File: src/rtl/rfc_defines.vh
`ifndef RFC_DEFINES_VH
`define RFC_DEFINES_VH

// ***************************************************
// Register offsets (6-bit register address space)
// ***************************************************
`define RFC_ADDR_FILT 6'h09
`define RFC_ADDR_MISC2 6'h0E
`define RFC_ADDR_STAT 6'h2C

// ***************************************************
// Field positions of the filter settings register
// ***************************************************
`define RFC_BASS_LSB 0
`define RFC_BASS_MSB 2
`define RFC_TREB_LSB 3
`define RFC_TREB_MSB 5
`define RFC_SKIP1_BIT 6
`define RFC_SKIP2_BIT 7

// ***************************************************
// Field positions of miscellaneous register 2
// ***************************************************
`define RFC_PAGE_LSB 4
`define RFC_PAGE_MSB 5
`define RFC_NUDGE_BIT 7

// ***************************************************
// Reset values and page codes
// ***************************************************
`define RFC_FILT_RST 8'hFF
`define RFC_MISC2_RST 8'h00
`define RFC_TRIM_RST 4'h8
`define RFC_PAGE_TRIM 2'h2

// ***************************************************
// Command codes
// ***************************************************
`define RFC_CMD_CAL 8'h88
`define RFC_CMD_DEC 8'h89
`define RFC_CMD_INC 8'h8A

// ***************************************************
// Timing
// ***************************************************
`define RFC_CLK_MHZ 250
`define RFC_CAL_MAX_US 5000
`define RFC_CAL_STEPS 8
`define RFC_CAL_STEP_CYC (`RFC_CAL_MAX_US * `RFC_CLK_MHZ / (`RFC_CAL_STEPS + 2))
`define RFC_AC_STEP_NS 400
`define RFC_AC_STEP_CYC (`RFC_AC_STEP_NS / 4)

`endif

File: src/rtl/rfc_rx_filter_ctrl.v
// Contract
// RULE1 - Command 88h starts the resistor/capacitor compensation sequence.
// RULE2 - Calibration completes within 5 ms of the command being accepted.
// RULE3 - Host calibrates after power-up, before reception, and after temperature shifts.
// RULE4 - Trim results readable as two 4-bit fields at 2Ch, page 10b.
// RULE5 - Commands 89h/8Ah decrement/increment trims only when trim_nudge_allow set.
// RULE6 - Bass trim moves high-pass corner, treble trim low-pass, 4% steps, +/-30%.
// RULE7 - Register 09h fields select high-pass and low-pass corner frequencies.
// RULE8 - Two stage-skip bits bypass filter stages for low link frequencies.
// RULE9 - Host generally programs filter register to FFh.
// RULE10 - Dense-reader M4/M8: 24h at 320 kHz, 34h at 250 kHz.
// RULE11 - Other modes: FFh at 40 kHz, BFh/3Fh at 160 kHz, 04h at 640 kHz.
// RULE12 - Filter codes map to link-frequency groups 640/320/250/160/40 kHz.
// RULE13 - AC coupling stores DC points before modulation, ramps time constant after.
// RULE14 - Old trims stay applied until calibration ends; host waits meanwhile.
`timescale 1ns/1ns
`default_nettype none
`include "rfc_defines.vh"

module rfc_rx_filter_ctrl #(
  parameter CAL_STEP_CYC = `RFC_CAL_STEP_CYC,
  parameter AC_STEP_CYC = `RFC_AC_STEP_CYC,
  parameter AC_STEPS = 4
) (
  input wire clk_sys_i,
  input wire reset_n_i,
  input wire reg_wr_i,
  input wire reg_rd_i,
  input wire [5:0] reg_addr_i,
  input wire [7:0] reg_wdata_i,
  output reg [7:0] reg_rdata_o,
  input wire cmd_valid_i,
  input wire [7:0] cmd_code_i,
  input wire cal_cmp_i,
  input wire tx_mod_start_i,
  input wire tx_end_i,
  output reg cal_busy_o,
  output reg cal_bass_sel_o,
  output reg [3:0] cal_test_code_o,
  output reg [3:0] bass_cut_trim_o,
  output reg [3:0] treble_cut_trim_o,
  output reg [2:0] bass_cut_corner_sel_o,
  output reg [2:0] treble_cut_corner_sel_o,
  output reg stage_skip_first_o,
  output reg stage_skip_second_o,
  output reg [4:0] link_group_o,
  output reg ac_store_o,
  output reg ac_hold_o,
  output reg [1:0] ac_tau_sel_o
);

  localparam S_IDLE = 3'b001;
  localparam S_SET = 3'b010;
  localparam S_WAIT = 3'b100;
  localparam A_IDLE = 3'b001;
  localparam A_HOLD = 3'b010;
  localparam A_RAMP = 3'b100;

  reg [7:0] filt_q;
  reg [7:0] misc2_q;
  reg [3:0] bass_trim_q;
  reg [3:0] treb_trim_q;
  reg [2:0] cal_st_q;
  reg [2:0] cal_step_q;
  reg [3:0] sar_q;
  reg [3:0] bass_res_q;
  reg [19:0] cal_cnt_q;
  reg [2:0] cmp_sync_q;
  reg cmp_q;
  reg [2:0] ac_st_q;
  reg [15:0] ac_cnt_q;
  reg [1:0] ac_idx_q;
  wire cal_cmd;
  wire nudge_ok;
  wire [3:0] bit_mask;

  // ***************************************************
  // Comparator synchroniser
  // ***************************************************

  // Third stage must agree with second before a level change counts
  always @(posedge clk_sys_i or negedge reset_n_i) begin
    if (!reset_n_i) begin
      cmp_sync_q <= 3'h0;
      cmp_q <= 1'b0;
    end else begin
      cmp_sync_q <= {cmp_sync_q[1:0], cal_cmp_i};
      if (cmp_sync_q[1] == cmp_sync_q[2]) begin
        cmp_q <= cmp_sync_q[2];
      end
    end
  end

  // ***************************************************
  // Register file
  // ***************************************************

  // Host writes to the settings registers
  always @(posedge clk_sys_i or negedge reset_n_i) begin
    if (!reset_n_i) begin
      filt_q <= `RFC_FILT_RST;
      misc2_q <= `RFC_MISC2_RST;
    end else if (reg_wr_i) begin
      if (reg_addr_i == `RFC_ADDR_FILT) begin
        filt_q <= reg_wdata_i;
      end
      if (reg_addr_i == `RFC_ADDR_MISC2) begin
        misc2_q <= reg_wdata_i;
      end
    end
  end

  // Read data registered; unmapped addresses and other pages read zero
  always @(posedge clk_sys_i or negedge reset_n_i) begin
    if (!reset_n_i) begin
      reg_rdata_o <= 8'h00;
    end else if (reg_rd_i) begin
      case (reg_addr_i)
        `RFC_ADDR_FILT: reg_rdata_o <= filt_q;
        `RFC_ADDR_MISC2: reg_rdata_o <= misc2_q;
        `RFC_ADDR_STAT: begin
          if (misc2_q[`RFC_PAGE_MSB:`RFC_PAGE_LSB] == `RFC_PAGE_TRIM) begin
            reg_rdata_o <= {treb_trim_q, bass_trim_q}; // [RULE4]
          end else begin
            reg_rdata_o <= 8'h00;
          end
        end
        default: reg_rdata_o <= 8'h00;
      endcase
    end
  end

  // ***************************************************
  // Filter setting decode
  // ***************************************************

  // Corner selects, bypasses and link-frequency group, all registered
  always @(posedge clk_sys_i or negedge reset_n_i) begin
    if (!reset_n_i) begin
      bass_cut_corner_sel_o <= 3'h0;
      treble_cut_corner_sel_o <= 3'h0;
      stage_skip_first_o <= 1'b0;
      stage_skip_second_o <= 1'b0;
      link_group_o <= 5'h00;
    end else begin
      bass_cut_corner_sel_o <= filt_q[`RFC_BASS_MSB:`RFC_BASS_LSB]; // [RULE7]
      treble_cut_corner_sel_o <= filt_q[`RFC_TREB_MSB:`RFC_TREB_LSB]; // [RULE7]
      stage_skip_first_o <= filt_q[`RFC_SKIP1_BIT]; // [RULE8]
      stage_skip_second_o <= filt_q[`RFC_SKIP2_BIT]; // [RULE8]
      // Bit0 640k, bit1 320k, bit2 250k, bit3 160k, bit4 40k; other codes none
      case (filt_q) // [RULE12]
        8'h00, 8'h07: link_group_o <= 5'h01;
        8'h20, 8'h27: link_group_o <= 5'h02;
        8'h30, 8'h37: link_group_o <= 5'h04;
        8'h3B, 8'h3F: link_group_o <= 5'h08;
        8'hFF: link_group_o <= 5'h10;
        default: link_group_o <= 5'h00;
      endcase
    end
  end

  // ***************************************************
  // Calibration sequencer and trim values
  // ***************************************************

  assign cal_cmd = cmd_valid_i && (cmd_code_i == `RFC_CMD_CAL);
  assign nudge_ok = cmd_valid_i && misc2_q[`RFC_NUDGE_BIT] && (cal_st_q == S_IDLE);
  assign bit_mask = 4'h8 >> cal_step_q[1:0];

  // Binary search per trim, 4 steps each, bass first; a high comparator means
  // the trial code is too large. Each step settles a fixed time, so the whole
  // run is 8 steps plus a few cycles, well within the limit.
  always @(posedge clk_sys_i or negedge reset_n_i) begin
    if (!reset_n_i) begin
      cal_st_q <= S_IDLE;
      cal_step_q <= 3'h0;
      sar_q <= 4'h0;
      bass_res_q <= 4'h0;
      cal_cnt_q <= 20'h00000;
      bass_trim_q <= `RFC_TRIM_RST;
      treb_trim_q <= `RFC_TRIM_RST;
    end else begin
      case (cal_st_q)
        S_IDLE: begin
          if (cal_cmd) begin
            cal_st_q <= S_SET; // [RULE1]
            cal_step_q <= 3'h0;
            sar_q <= 4'h0;
          end else if (nudge_ok && cmd_code_i == `RFC_CMD_DEC) begin
            // Saturate rather than wrap: a wrap would jump across the range
            if (bass_trim_q != 4'h0) bass_trim_q <= bass_trim_q - 4'h1; // [RULE5] [RULE6]
            if (treb_trim_q != 4'h0) treb_trim_q <= treb_trim_q - 4'h1; // [RULE5] [RULE6]
          end else if (nudge_ok && cmd_code_i == `RFC_CMD_INC) begin
            if (bass_trim_q != 4'hF) bass_trim_q <= bass_trim_q + 4'h1; // [RULE5] [RULE6]
            if (treb_trim_q != 4'hF) treb_trim_q <= treb_trim_q + 4'h1; // [RULE5] [RULE6]
          end
        end
        S_SET: begin
          sar_q <= sar_q | bit_mask;
          cal_cnt_q <= CAL_STEP_CYC[19:0] - 20'h1; // [RULE2]
          cal_st_q <= S_WAIT;
        end
        S_WAIT: begin
          if (cal_cnt_q != 20'h0) begin
            cal_cnt_q <= cal_cnt_q - 20'h1;
          end else begin
            cal_st_q <= S_SET;
            cal_step_q <= cal_step_q + 3'h1;
            if (cal_step_q == 3'h3) begin
              bass_res_q <= cmp_q ? (sar_q & ~bit_mask) : sar_q;
              sar_q <= 4'h0;
            end else if (cal_step_q == 3'h7) begin
              // Both results applied together only at completion
              bass_trim_q <= bass_res_q; // [RULE14]
              treb_trim_q <= cmp_q ? (sar_q & ~bit_mask) : sar_q; // [RULE14]
              cal_st_q <= S_IDLE;
            end else if (cmp_q) begin
              sar_q <= sar_q & ~bit_mask;
            end
          end
        end
        default: cal_st_q <= S_IDLE;
      endcase
    end
  end

  // Analogue-facing calibration and trim outputs
  always @(posedge clk_sys_i or negedge reset_n_i) begin
    if (!reset_n_i) begin
      cal_busy_o <= 1'b0;
      cal_bass_sel_o <= 1'b0;
      cal_test_code_o <= 4'h0;
      bass_cut_trim_o <= `RFC_TRIM_RST;
      treble_cut_trim_o <= `RFC_TRIM_RST;
    end else begin
      cal_busy_o <= (cal_st_q != S_IDLE);
      cal_bass_sel_o <= (cal_st_q != S_IDLE) && !cal_step_q[2];
      cal_test_code_o <= sar_q;
      bass_cut_trim_o <= bass_trim_q; // [RULE6]
      treble_cut_trim_o <= treb_trim_q; // [RULE6]
    end
  end

  // ***************************************************
  // Fast AC coupling
  // ***************************************************

  // Store strobe at modulation start; after TX, step the time constant from
  // fastest (0) to slowest so the path settles before the decoder listens
  always @(posedge clk_sys_i or negedge reset_n_i) begin
    if (!reset_n_i) begin
      ac_st_q <= A_IDLE;
      ac_cnt_q <= 16'h0000;
      ac_idx_q <= 2'h0;
      ac_store_o <= 1'b0;
      ac_hold_o <= 1'b0;
      ac_tau_sel_o <= 2'h3;
    end else begin
      ac_store_o <= 1'b0;
      case (ac_st_q)
        A_IDLE: begin
          if (tx_mod_start_i) begin
            ac_store_o <= 1'b1; // [RULE13]
            ac_hold_o <= 1'b1; // [RULE13]
            ac_st_q <= A_HOLD;
          end
        end
        A_HOLD: begin
          if (tx_end_i) begin
            ac_hold_o <= 1'b0;
            ac_idx_q <= 2'h0;
            ac_tau_sel_o <= 2'h0; // [RULE13]
            ac_cnt_q <= AC_STEP_CYC[15:0] - 16'h1;
            ac_st_q <= A_RAMP;
          end
        end
        A_RAMP: begin
          if (tx_mod_start_i) begin
            ac_store_o <= 1'b1;
            ac_hold_o <= 1'b1;
            ac_tau_sel_o <= 2'h3;
            ac_st_q <= A_HOLD;
          end else if (ac_cnt_q != 16'h0) begin
            ac_cnt_q <= ac_cnt_q - 16'h1;
          end else if (ac_idx_q == AC_STEPS[1:0] - 2'h1) begin
            ac_tau_sel_o <= 2'h3;
            ac_st_q <= A_IDLE;
          end else begin
            ac_idx_q <= ac_idx_q + 2'h1;
            ac_tau_sel_o <= ac_idx_q + 2'h1; // [RULE13]
            ac_cnt_q <= AC_STEP_CYC[15:0] - 16'h1;
          end
        end
        default: ac_st_q <= A_IDLE;
      endcase
    end
  end

endmodule

`default_nettype wire

File: config.mk
export PLATFORM = sky130hd
export DESIGN_NAME = rfc_rx_filter_ctrl
export DESIGN_NICKNAME = d
export VERILOG_FILES = /design/src/rtl/rfc_rx_filter_ctrl.v
export VERILOG_INCLUDE_DIRS = /design/src /design/src/rtl
export SDC_FILE = /design/constraint.sdc
export NUM_CORES = 1
export LEC_CHECK = 0
export ABC_AREA = 1
export BUFFER_PORTS_ARGS = -buffer_cell sky130_fd_sc_hd__buf_2
export CORE_ASPECT_RATIO = 0.5
export CORE_MARGIN = 2
export CORE_UTILIZATION = 49
export CTS_BUF_LIST = sky130_fd_sc_hd__clkbuf_4 sky130_fd_sc_hd__clkbuf_8
export DETAILED_ROUTE_END_ITERATION = 10
export PLACE_DENSITY = 0.72
export SETUP_SLACK_MARGIN = 0.4
export SLEW_MARGIN = 20
export SYNTH_ARGS = -nofsm -noshare
export SYNTH_HDL_FRONTEND = slang
export SYNTH_SLANG_ARGS = --single-unit
File: constraint.sdc
create_clock -name clk_sys_i -period 5.8 [get_ports clk_sys_i]
set_input_delay 0.58 -clock clk_sys_i [delete_from_list [all_inputs] [get_ports clk_sys_i]]
set_output_delay 0.58 -clock clk_sys_i [all_outputs]
set_load 0.02 [all_outputs]
== After elaboration in Yosys (flattened, before gate mapping) ==
Index checks and enable logic that the tools add are counted.

* Register bits: 122
* Bits in latches: 0
* Bits in writable memories: 0
* Bits in read-only memories: 0
* Input port bits: 30
* Memories kept: 0

* Add/sub/neg operators: 8
* $mul: 0
* Divide/modulo/power cells: 0
* $lt $le $gt $ge: 0
* Equality and inequality tests: 49
* Shifts and indexed selects: 1
* Muxes and demuxes: 62
* Bitwise logic cells: 4
* Reductions and logical operators: 36

{| class="wikitable"
|+ Operators with widths
! operator !! number
|-
| $mux W4 || 21
|-
| $mux W16 || 4
|-
| $eq A8 B6 Y1 const B || 6
|-
| $pmux W20 S2 || 1
|-
| $eq A8 B8 Y1 const B || 4
|-
| $pmux W16 S2 || 1
|-
| $mux W3 || 9
|-
| $pmux W5 S5 || 1
|-
| $pmux W8 S3 || 1
|-
| $ne A2 B2 Y1 const B || 11
|-
| $mux W20 || 1
|-
| $reduce_bool A20 Y1 || 1
|-
| $sub A20 B1 Y20 const B || 1
|-
| $mux W2 || 9
|-
| $pmux W3 S3 || 2
|-
| $pmux W4 S2 || 2
|-
| $reduce_and A8 Y1 || 2
|-
| $reduce_bool A16 Y1 || 1
|-
| $sub A16 B1 Y16 const B || 1
|-
| $eq A6 B4 Y1 const B || 2
|-
| $ne A3 B1 Y1 const B || 4
|-
| $ne A3 B3 Y1 const B || 4
|-
| $pmux W4 S3 || 1
|-
| $reduce_and A3 Y1 || 4
|-
| other kinds (34) || 66
|}

== Longest topological paths before layout ==
Gate-level depths: netlist of run 1.

* Depth after elaboration: 8
* Mapped depth: 16

== Worst setup path before layout of run 1 ==
OpenSTA, ideal clock, no wires.

* Path type: input-to-reg
* From: input cmd_code_i[7]
* To: register treb_trim_q[3]
* Library setup time: 0.060 ns
* Data arrival time: 2.009 ns
* Data required time: 5.740 ns
* Slack: 3.731 ns
* Stages on the path: 16
* Buffers on the path: 0
* Cells stage by stage: inv_1 nor2_1 nand2_1 nor3_1 nand3_1 inv_1 ha_1 a21oi_1 nand2_1 nand2_1 nand2_1 nand2_1 nand3_1 nand2_1 nand2_1 nand2_1

* Cells in the longest elaborated chain, start to end: 5
* Elaborated cells between the ends (all ways): 14

{| class="wikitable"
|+ Ends and longest elaborated chain
! item !! line !! RTL
|-
| start, declared || rfc_rx_filter_ctrl.v:33 || <nowiki>input wire [7:0] cmd_code_i,</nowiki>
|-
| $eq A8 B8 Y1 (no source line) || - ||
|-
| $logic_and A1 B1 Y1 (no source line) || - ||
|-
| $mux W4 || rfc_rx_filter_ctrl.v:189 || <nowiki>end else if (nudge_ok && cmd_code_i == `RFC_CMD_DEC) begin</nowiki>
|-
| $mux W4 || rfc_rx_filter_ctrl.v:185 || <nowiki>if (cal_cmd) begin</nowiki>
|-
| $pmux W4 S2 || rfc_rx_filter_ctrl.v:183 || <nowiki>case (cal_st_q)</nowiki>
|-
| end signal, assigned || rfc_rx_filter_ctrl.v:181 || <nowiki>treb_trim_q <= `RFC_TRIM_RST;</nowiki>
|-
| end signal, assigned || rfc_rx_filter_ctrl.v:192 || <nowiki>if (treb_trim_q != 4'h0) treb_trim_q <= treb_trim_q - 4'h1;</nowiki>
|-
| end signal, assigned || rfc_rx_filter_ctrl.v:195 || <nowiki>if (treb_trim_q != 4'hF) treb_trim_q <= treb_trim_q + 4'h1;</nowiki>
|-
| end, declared || rfc_rx_filter_ctrl.v:62 || <nowiki>reg [3:0] treb_trim_q;</nowiki>
|}

Several ways; a longest one is shown, not always the timed one. The select of a mux whose other input is x is not followed.
A chain may end at the register's enable or synchronous reset.

== Final worst setup path of run 1 ==
* From: register cal_st_q[0]
* To: register treb_trim_q[3]

* Cells in the longest elaborated chain, start to end: 6
* Elaborated cells between the ends (all ways): 17

{| class="wikitable"
|+ Ends and longest elaborated chain
! item !! line !! RTL
|-
| start, declared || rfc_rx_filter_ctrl.v:63 || <nowiki>reg [2:0] cal_st_q;</nowiki>
|-
| start signal, assigned || rfc_rx_filter_ctrl.v:175 || <nowiki>cal_st_q <= S_IDLE;</nowiki>
|-
| start signal, assigned || rfc_rx_filter_ctrl.v:186 || <nowiki>cal_st_q <= S_SET;</nowiki>
|-
| start signal, assigned || rfc_rx_filter_ctrl.v:201 || <nowiki>cal_st_q <= S_WAIT;</nowiki>
|-
| $eq A3 B1 Y1 || rfc_rx_filter_ctrl.v:167, rfc_rx_filter_ctrl.v:183 ||
|-
| $logic_and A1 B1 Y1 || rfc_rx_filter_ctrl.v:167 || <nowiki>assign nudge_ok = cmd_valid_i && misc2_q[`RFC_NUDGE_BIT] && (cal_st_q == S_IDLE);</nowiki>
|-
| $logic_and A1 B1 Y1 (no source line) || - ||
|-
| $mux W4 || rfc_rx_filter_ctrl.v:189 ||
|-
| $mux W4 || rfc_rx_filter_ctrl.v:185 ||
|-
| $pmux W4 S2 || rfc_rx_filter_ctrl.v:183 ||
|}

Several ways; a longest one is shown, not always the timed one. The select of a mux whose other input is x is not followed.

==> results of run 1 <==
-- registers in the layout, indices dropped and copies added (netlist names), 5 cells and up --
| name | cells |
|---|---|
| ac_cnt_q | 16 |
| cal_cnt_q | 20 |
| filt_q | 8 |
| link_group_o | 5 |
| misc2_q | 8 |
| reg_rdata_o | 8 |
-- kinds of logic (layout without fill, tap and decap cells) --
family	count (synthesis)	count (layout)	synth area share [%]
simple gates	420	420	29.2
compound gates	96	96	7.93
buf+inv	110	200	6.91
fa+ha+maj	20	20	4.07
xor+xnor	16	16	2.17
flops	122	122	47.6
mux	12	12	2.10
-- final cells by class --
type | instances | area share [%]
clock inverter | 15 | 2.37
tap | 170 | 2.89
timing repair buffer | 70 | 4.87
inverter | 98 | 5.00
multi-input combinational | 564 | 39.9
clock buffer | 17 | 3.18
sequential | 122 | 41.8
-- through the flow --
stage               utilization, %  instance area [um2]  instances
global placement              54.4                 6940       1024
global route                  57.6                 7350       1056
finish                        57.6                 7350       1056
CTS                           57.6                 7350       1056
floorplan                        -                 6450        796
detailed placement            54.4                 6940       1024
-- per-layer routing --
layer / vias up / GRT usage (%) / wire length [um]
met4: 0 / 6.43 / 187
li1: 2714 / - / -
met2: 130 / 35.6 / 6390
met1: 2548 / 27.7 / 6780
met5: - / 0 / 0
met3: 20 / 7.09 / 884
-- how the worst min path moves through the flow --
| stage | endpoint | slack (ps) |
|---|---|---|
| 2_1_floorplan | ac_cnt_q[0] | 280 |
| 3_3_place_gp | cmp_sync_q[1] | 340 |
| 3_5_place_dp | cmp_sync_q[1] | 340 |
| 4_1_cts | ac_cnt_q[4] | 200 |
| 5_1_grt | cmp_sync_q[0] | 210 |
| 6_report | ac_cnt_q[4] | 180 |
-- power groups by stage --
stage / Sequential (mW) / Clock (mW) / Combinational, mW
after global routing: 1.22 / 0.862 / 1.05
after floorplan: 1.24 / 0 / 0.630
after global placement: 1.21 / 0 / 0.894
after detailed placement: 1.21 / 0 / 0.917
final: 1.20 / 0.794 / 0.918
after CTS: 1.20 / 0.815 / 0.921
-- layout by cell type (no fill, tap or decap), types with 2 or more instances in the layout --
cell type,synthesis,layout
o211ai_1,4,4
inv_1,91,91
nand3b_1,3,3
nand3_1,56,56
o21ai_0,51,51
nor2_1,88,88
o31ai_1,2,2
nor3_1,7,7
nand3_2,2,2
nand2_1,210,210
nor3_4,2,2
mux2_2,12,12
inv_6,0,5
nand2_4,2,2
buf_2,2,67
clkbuf_8,0,17
dfrtp_1,106,106
ha_1,17,17
buf_4,6,3
nor2_2,12,12
inv_2,6,6
dfstp_2,16,16
o21ai_1,22,22
fa_1,2,2
a21oi_1,13,13
nand4_1,19,19
nand2_2,4,4
xor2_1,15,15
nor4_1,2,2
nor2_4,3,3
inv_8,0,6
or2_2,3,3
==> out/metrics.yaml, run 1 <==
run_status:
  status: "finished clean"
layout:
  nets: 922
  multi_input_area_um2: 2930
  nFillCells: 1158
  syn_to_final_growth_pct: 14.0
  drive_gt1_share_pct: 19.0
  seqCellArea_um2: 3070
  antenna_cells: 0
critical_path:
  cpPeakStageDelay_ps: 600
  cp_data_arrival_time_ps: 2650
  critPathSlowestCell: "dfstp_2"
  crit_buf_inv: 1
  rrSetupSlack_ps: 3540
  critical_path_required_ps: 6190
  crit_path_frequent_cell: "nand2_1"
  worstSetupPathType: "flip-flop to flip-flop"
  critical_path.startpoint: "cal_st_q[0]"
  crit_path_max_fanout: 6
  startpoint_type: "flip-flop"
  end_kind: "flip-flop"
  reg2reg_depth: 14
  rr_endpoint: "treb_trim_q[3]"
  r2r_start: "cal_st_q[0]"
  cp-endpoint: "treb_trim_q[3]"
  path_delay_family: "simple AND/OR/NAND/NOR gates"
  crit_chain: "nand3_4 > nor2_4 > nand3_1 > inv_1 > ha_1 > a21oi_1 > nand2_1 > nand2_1 > nand2_1 > nand2_1 > nand3_1 > nand2_1 > nand2_1 > nand2_1"
  cp.depth: 14
pwr:
  power_density_nw_per_um2: 396
  switching_share_pct: 41.4
  p_leak_nw: 3.65
  p_clk_share_pct: 27.3
  vdd_drop_max_uv: 171
  p_int_mw: 1.70
  seq_power_share_pct: 41.1
  pwr-share-comb_pct: 31.6
  fin_total_pwr_mw: 2.91
  switchingPower_mw: 1.20
timing:
  drv_slew: 0
  hold_viol: 0
  grt_setup_unrepaired: "false"
  tightest_slew_ps: 814
  setup_viol: 0
  fin_crit_ps: 2260
  fin_ws_ps: 3540
  skew_ps: 16.5
  fmax_mhz: 443
  whs_ps: 183
  setup_tns_ps: 0
  relSlewSlack_pct: 45.8
  finalCritPeriodShare_pct: 38.9
place:
  hpwl_um: 10100
  gp_congestion: 0.853
  io_buffers: 68
  dp_slack_ps: 3360
routing:
  first_iter_violations: 386
  wl_per_cell_um: 13.5
  drt_wl_total_um: 14200
  vias: 5412
  ant_nets: 0
  first_pass_iters: 5
  via_per_inst: 5.13
  route.detailed.drc: 0
synth:
  synth_warnings: 0
  ys_ff_latch: 122
  synth.cell_area_um2: 6450
  ys_seq_area_share_pct: 47.6
  synthTopCellsByCount: "nand2_1, dfrtp_1, inv_1, nor2_1, nand3_1"
  synth.area.top_cells: "dfrtp_1, nand2_1, dfstp_2, inv_1, nor2_1"
  ys_types: 46
  synth_nets: 845
  synthArstFlopShare_pct: 100
  syn_area_per_cell_um2: 8.10
  synth_top_area_share_pct: 41.1
  yosysMostFrequentCell: "nand2_1"
  syn_inst: 796
  synth_top_area_cell: "dfrtp_1"
  synth_edf_count: 0
  ys.flop_type: "dfrtp_1"
global_route:
  grt_pass1_vias: 5350
  overflow: 0
  grt_max_degree: 67
  grt_pass1_wl_um: 24800
  grt_antenna_before_repair: 0
  grt_usage_pct: 21.6
cts:
  cts_hold_buffers: 0
  clock_tree.buffer_depth: 2
  path_clk_slew_ps: 90
  clkLatencyLatePin_ps: 440
  cts_setup_buffers: 0
  cts.root.buffer_cell: "clkbuf_8"
  cts_buffers: 17
  cts_max_level: 4
  post_cts_resized: 0
  numClockSinks: 122
  tritoncts: "yes"
floorplan:
  die_y_um: 85.1
  die_w_um: 166
  start_util_pct: 50.5
  die_area_um2: 14200
  rows: 29
  core-area_um2: 12800
  io_pins: 69
flow_run:
  cap_violations: 0
worst_hold_path:
  hold_class: "input port to asynchronous set/reset pin"
(Power assumes the default switching activity.)
==> inputs of run 2 (changes only) <==
--- a/config.mk
+++ b/config.mk
@@ -6,14 +6,14 @@
 export SDC_FILE = /design/constraint.sdc
 export NUM_CORES = 1
 export LEC_CHECK = 0
-export ABC_AREA = 1
+export ABC_AREA = 0
 export BUFFER_PORTS_ARGS = -buffer_cell sky130_fd_sc_hd__buf_2
 export CORE_ASPECT_RATIO = 0.5
 export CORE_MARGIN = 2
 export CORE_UTILIZATION = 49
 export CTS_BUF_LIST = sky130_fd_sc_hd__clkbuf_4 sky130_fd_sc_hd__clkbuf_8
 export DETAILED_ROUTE_END_ITERATION = 10
-export PLACE_DENSITY = 0.72
+export PLACE_DENSITY = 0.75
 export SETUP_SLACK_MARGIN = 0.4
 export SLEW_MARGIN = 20
 export SYNTH_ARGS = -nofsm -noshare
==> constraint.sdc (replaced) <==
create_clock -name clk_sys_i -period 1.81 [get_ports clk_sys_i]
set_input_delay 0.181 -clock clk_sys_i [delete_from_list [all_inputs] [get_ports clk_sys_i]]
set_output_delay 0.181 -clock clk_sys_i [all_outputs]
set_load 0.02 [all_outputs]
==> run 2 against run 1 <==
Net effect:
- the flow now finishes with violations (negative setup slack)
- sequential power grew to 2.6 times the previous value
- final cell count shrank 5.0%
- combinational power grew 33%
- critical path depth shrank 5
- design area grew 29%
- setup slack lost 4100 ps
- sequential share of layout area shrank 9.4 points
- core utilization grew 23 points
- count of clock-buffer cells in the layout is the same
- via count grew 12%
- critical endpoint unchanged
==> out/metrics.yaml, run 2 <==
run_status:
  status: "finished with violations"
  violations: "negative setup slack"
floorplan:
  die_w_um: 160
  io_pins: 69
  die_area_um2: 13100
  die_y_um: 81.9
  core-area_um2: 11800
  rows: 28
  start_util_pct: 50.2
synth:
  synthArstFlopShare_pct: 100
  ys_types: 67
  syn_area_per_cell_um2: 10.6
  syn_inst: 559
  synth_warnings: 0
  ys.flop_type: "dfrtp_1"
  synth_nets: 608
  synth.area.top_cells: "dfrtp_1, dfstp_2, mux2_2, ha_1, a21oi_1"
  synthTopCellsByCount: "dfrtp_1, a21oi_1, nand2_1, inv_1, nor2_1"
  ys_ff_latch: 122
  yosysMostFrequentCell: "dfrtp_1"
  synth_top_area_cell: "dfrtp_1"
  synth.cell_area_um2: 5950
  ys_seq_area_share_pct: 51.7
  synth_top_area_share_pct: 44.6
  synth_edf_count: 0
layout:
  syn_to_final_growth_pct: 59.8
  nets: 874
  top_register: "cal_cnt_q"
  drive_gt1_share_pct: 56.3
  largest_reg_flops: 20
  final_cell_mix: "buf_4, dfrtp_1, buf_2"
  final_common_cell: "buf_4"
  antenna_cells: 0
  top_regs: "cal_cnt_q (20), ac_cnt_q (16)"
timing:
  fin_crit_ps: 2360
  fin_ws_ps: -546
  hold_viol: 0
  relSlewSlack_pct: 48.7
  tightest_slew_ps: 765
  drv_slew: 0
  grt_setup_unrepaired: "true"
  fmax_mhz: 424
  skew_ps: 15.7
  finalCritPeriodShare_pct: 130
  setup_viol: 61
worst_hold_path:
  hold_class: "input port to flip-flop"
  min_path_cells: 4
  holdCritStartpoint: "tx_end_i"
  holdPathEnd: "ac_hold_o"
place:
  hpwl_um: 11200
  dp_slack_ps: -395
  io_buffers: 68
  gp_congestion: 0.823
critical_path:
  end_kind: "flip-flop"
  rr_endpoint: "treb_trim_q[3]"
  rrSetupSlack_ps: -550
  reg2reg_depth: 9
  crit_path_max_fanout: 4
  startpoint_type: "flip-flop"
  worstSetupPathType: "flip-flop to flip-flop"
  critical_path_required_ps: 2180
  r2r_start: "cal_st_q[0]"
  cp_data_arrival_time_ps: 2720
routing:
  route.detailed.drc: 0
  drt_wl_total_um: 20900
  via_per_inst: 6.06
  vias: 6076
  wl_per_cell_um: 20.8
  first_pass_iters: 9
  first_iter_violations: 592
  ant_nets: 0
pwr:
  vdd_drop_max_uv: 499
  p_leak_nw: 4.24
  power_density_nw_per_um2: 749
  fin_total_pwr_mw: 7.12
global_route:
  grt_pass1_vias: 6006
  grt_antenna_before_repair: 0
  grt_usage_pct: 28.8
  overflow: 0
  grt_max_degree: 41
  grt_pass1_wl_um: 29500
cts:
  numClockSinks: 122
  clkLatencyLatePin_ps: 460
  cts.root.buffer_cell: "clkbuf_8"
  clock_tree.buffer_depth: 2
  tritoncts: "yes"
  cts_buffers: 17
  cts_max_level: 4
  path_clk_slew_ps: 80
flow_run:
  cap_violations: 0
run 2: per-stage QoR:
stage,cell area (um2),std cells,utilization [%],TNS [ps],hold WS [ps]
4_1_cts,9060,984,76.6,-8490,40.9
6_report,9510,1003,80.3,-14320,51.5
5_1_grt,9510,1003,80.3,-17580,53.5
3_3_place_gp,7760,907,65.5,-8220,154
3_5_place_dp,7760,907,65.5,-10460,157
2_1_floorplan,6320,559,-,-6240,-115
run 2: logic make-up (layout without fill, tap and decap cells):
| family | count (synthesis) | after routing | share of synthesized area (%) |
|---|---|---|---|
| flops | 122 | 122 | 51.7 |
| simple gates | 193 | 193 | 18.7 |
| buf+inv | 49 | 328 | 3.32 |
| xor+xnor | 18 | 18 | 2.65 |
| mux | 25 | 25 | 4.67 |
| fa+ha+maj | 20 | 20 | 4.42 |
| compound gates | 132 | 132 | 14.5 |
run 2: how the worst max path moves through the flow:
| stage | to | slack [ps] | start | cells after the start |
|---|---|---|---|---|
| after global placement | sar_q[3] | -370 | cal_cnt_q[13] | 5 |
| after floorplan | treb_trim_q[3] | -430 | cal_st_q[0] | 9 |
| after global routing | treb_trim_q[3] | -570 | cal_st_q[0] | 9 |
| final | treb_trim_q[3] | -550 | cal_st_q[0] | 9 |
| after detailed placement | sar_q[2] | -400 | cal_cnt_q[13] | 5 |
| after CTS | sar_q[3] | -390 | cal_cnt_q[13] | 5 |
run 2: report_power, final:
group	leakage [nW]	switching [mW]	internal (mW)	total (mW)
clock network	0.222	1.33	1.42	2.75
registers	1.46	0.190	2.96	3.15
logic	2.55	0.685	0.534	1.22
run 2: area by class of cell:
class / count / area (um2)
clock inverter: 15 / 203
multi-input combinational: 388 / 3600
fill: 604 / 2340
inverter: 32 / 123
tap: 165 / 206
timing repair buffer: 264 / 2070
sequential: 122 / 3080
clock buffer: 17 / 234
run 2: per-layer routing:
metal	track usage (%)	part of all wire, %	wire length [um]
met1	32.9	38	7900
met2	51.7	51	10600
met3	6.82	6.8	1420
met4	16.0	4.9	1020
met5	0	0	0
run 2: worst max-delay path, stage by stage (launching register included):
cell and delay (ps):
dfstp_2 560, nor3b_4 250, nand4_1 190, inv_2 170
ha_4 210, a21o_1 170, a21oi_2 180, xnor2_2 130
a22oi_2 210, a2bb2oi_2 210
run 2: repair_timing:
item / in CTS / in global routing
endpoints found under the hold margin: 45 / 0
buffers inserted: 33 / 19
pin swaps: 78 / 50
gates cloned: 1 / 0
setup endpoints to repair: 67 / 66
resized for setup: 119 / 64
hold buffers: 11 / 0
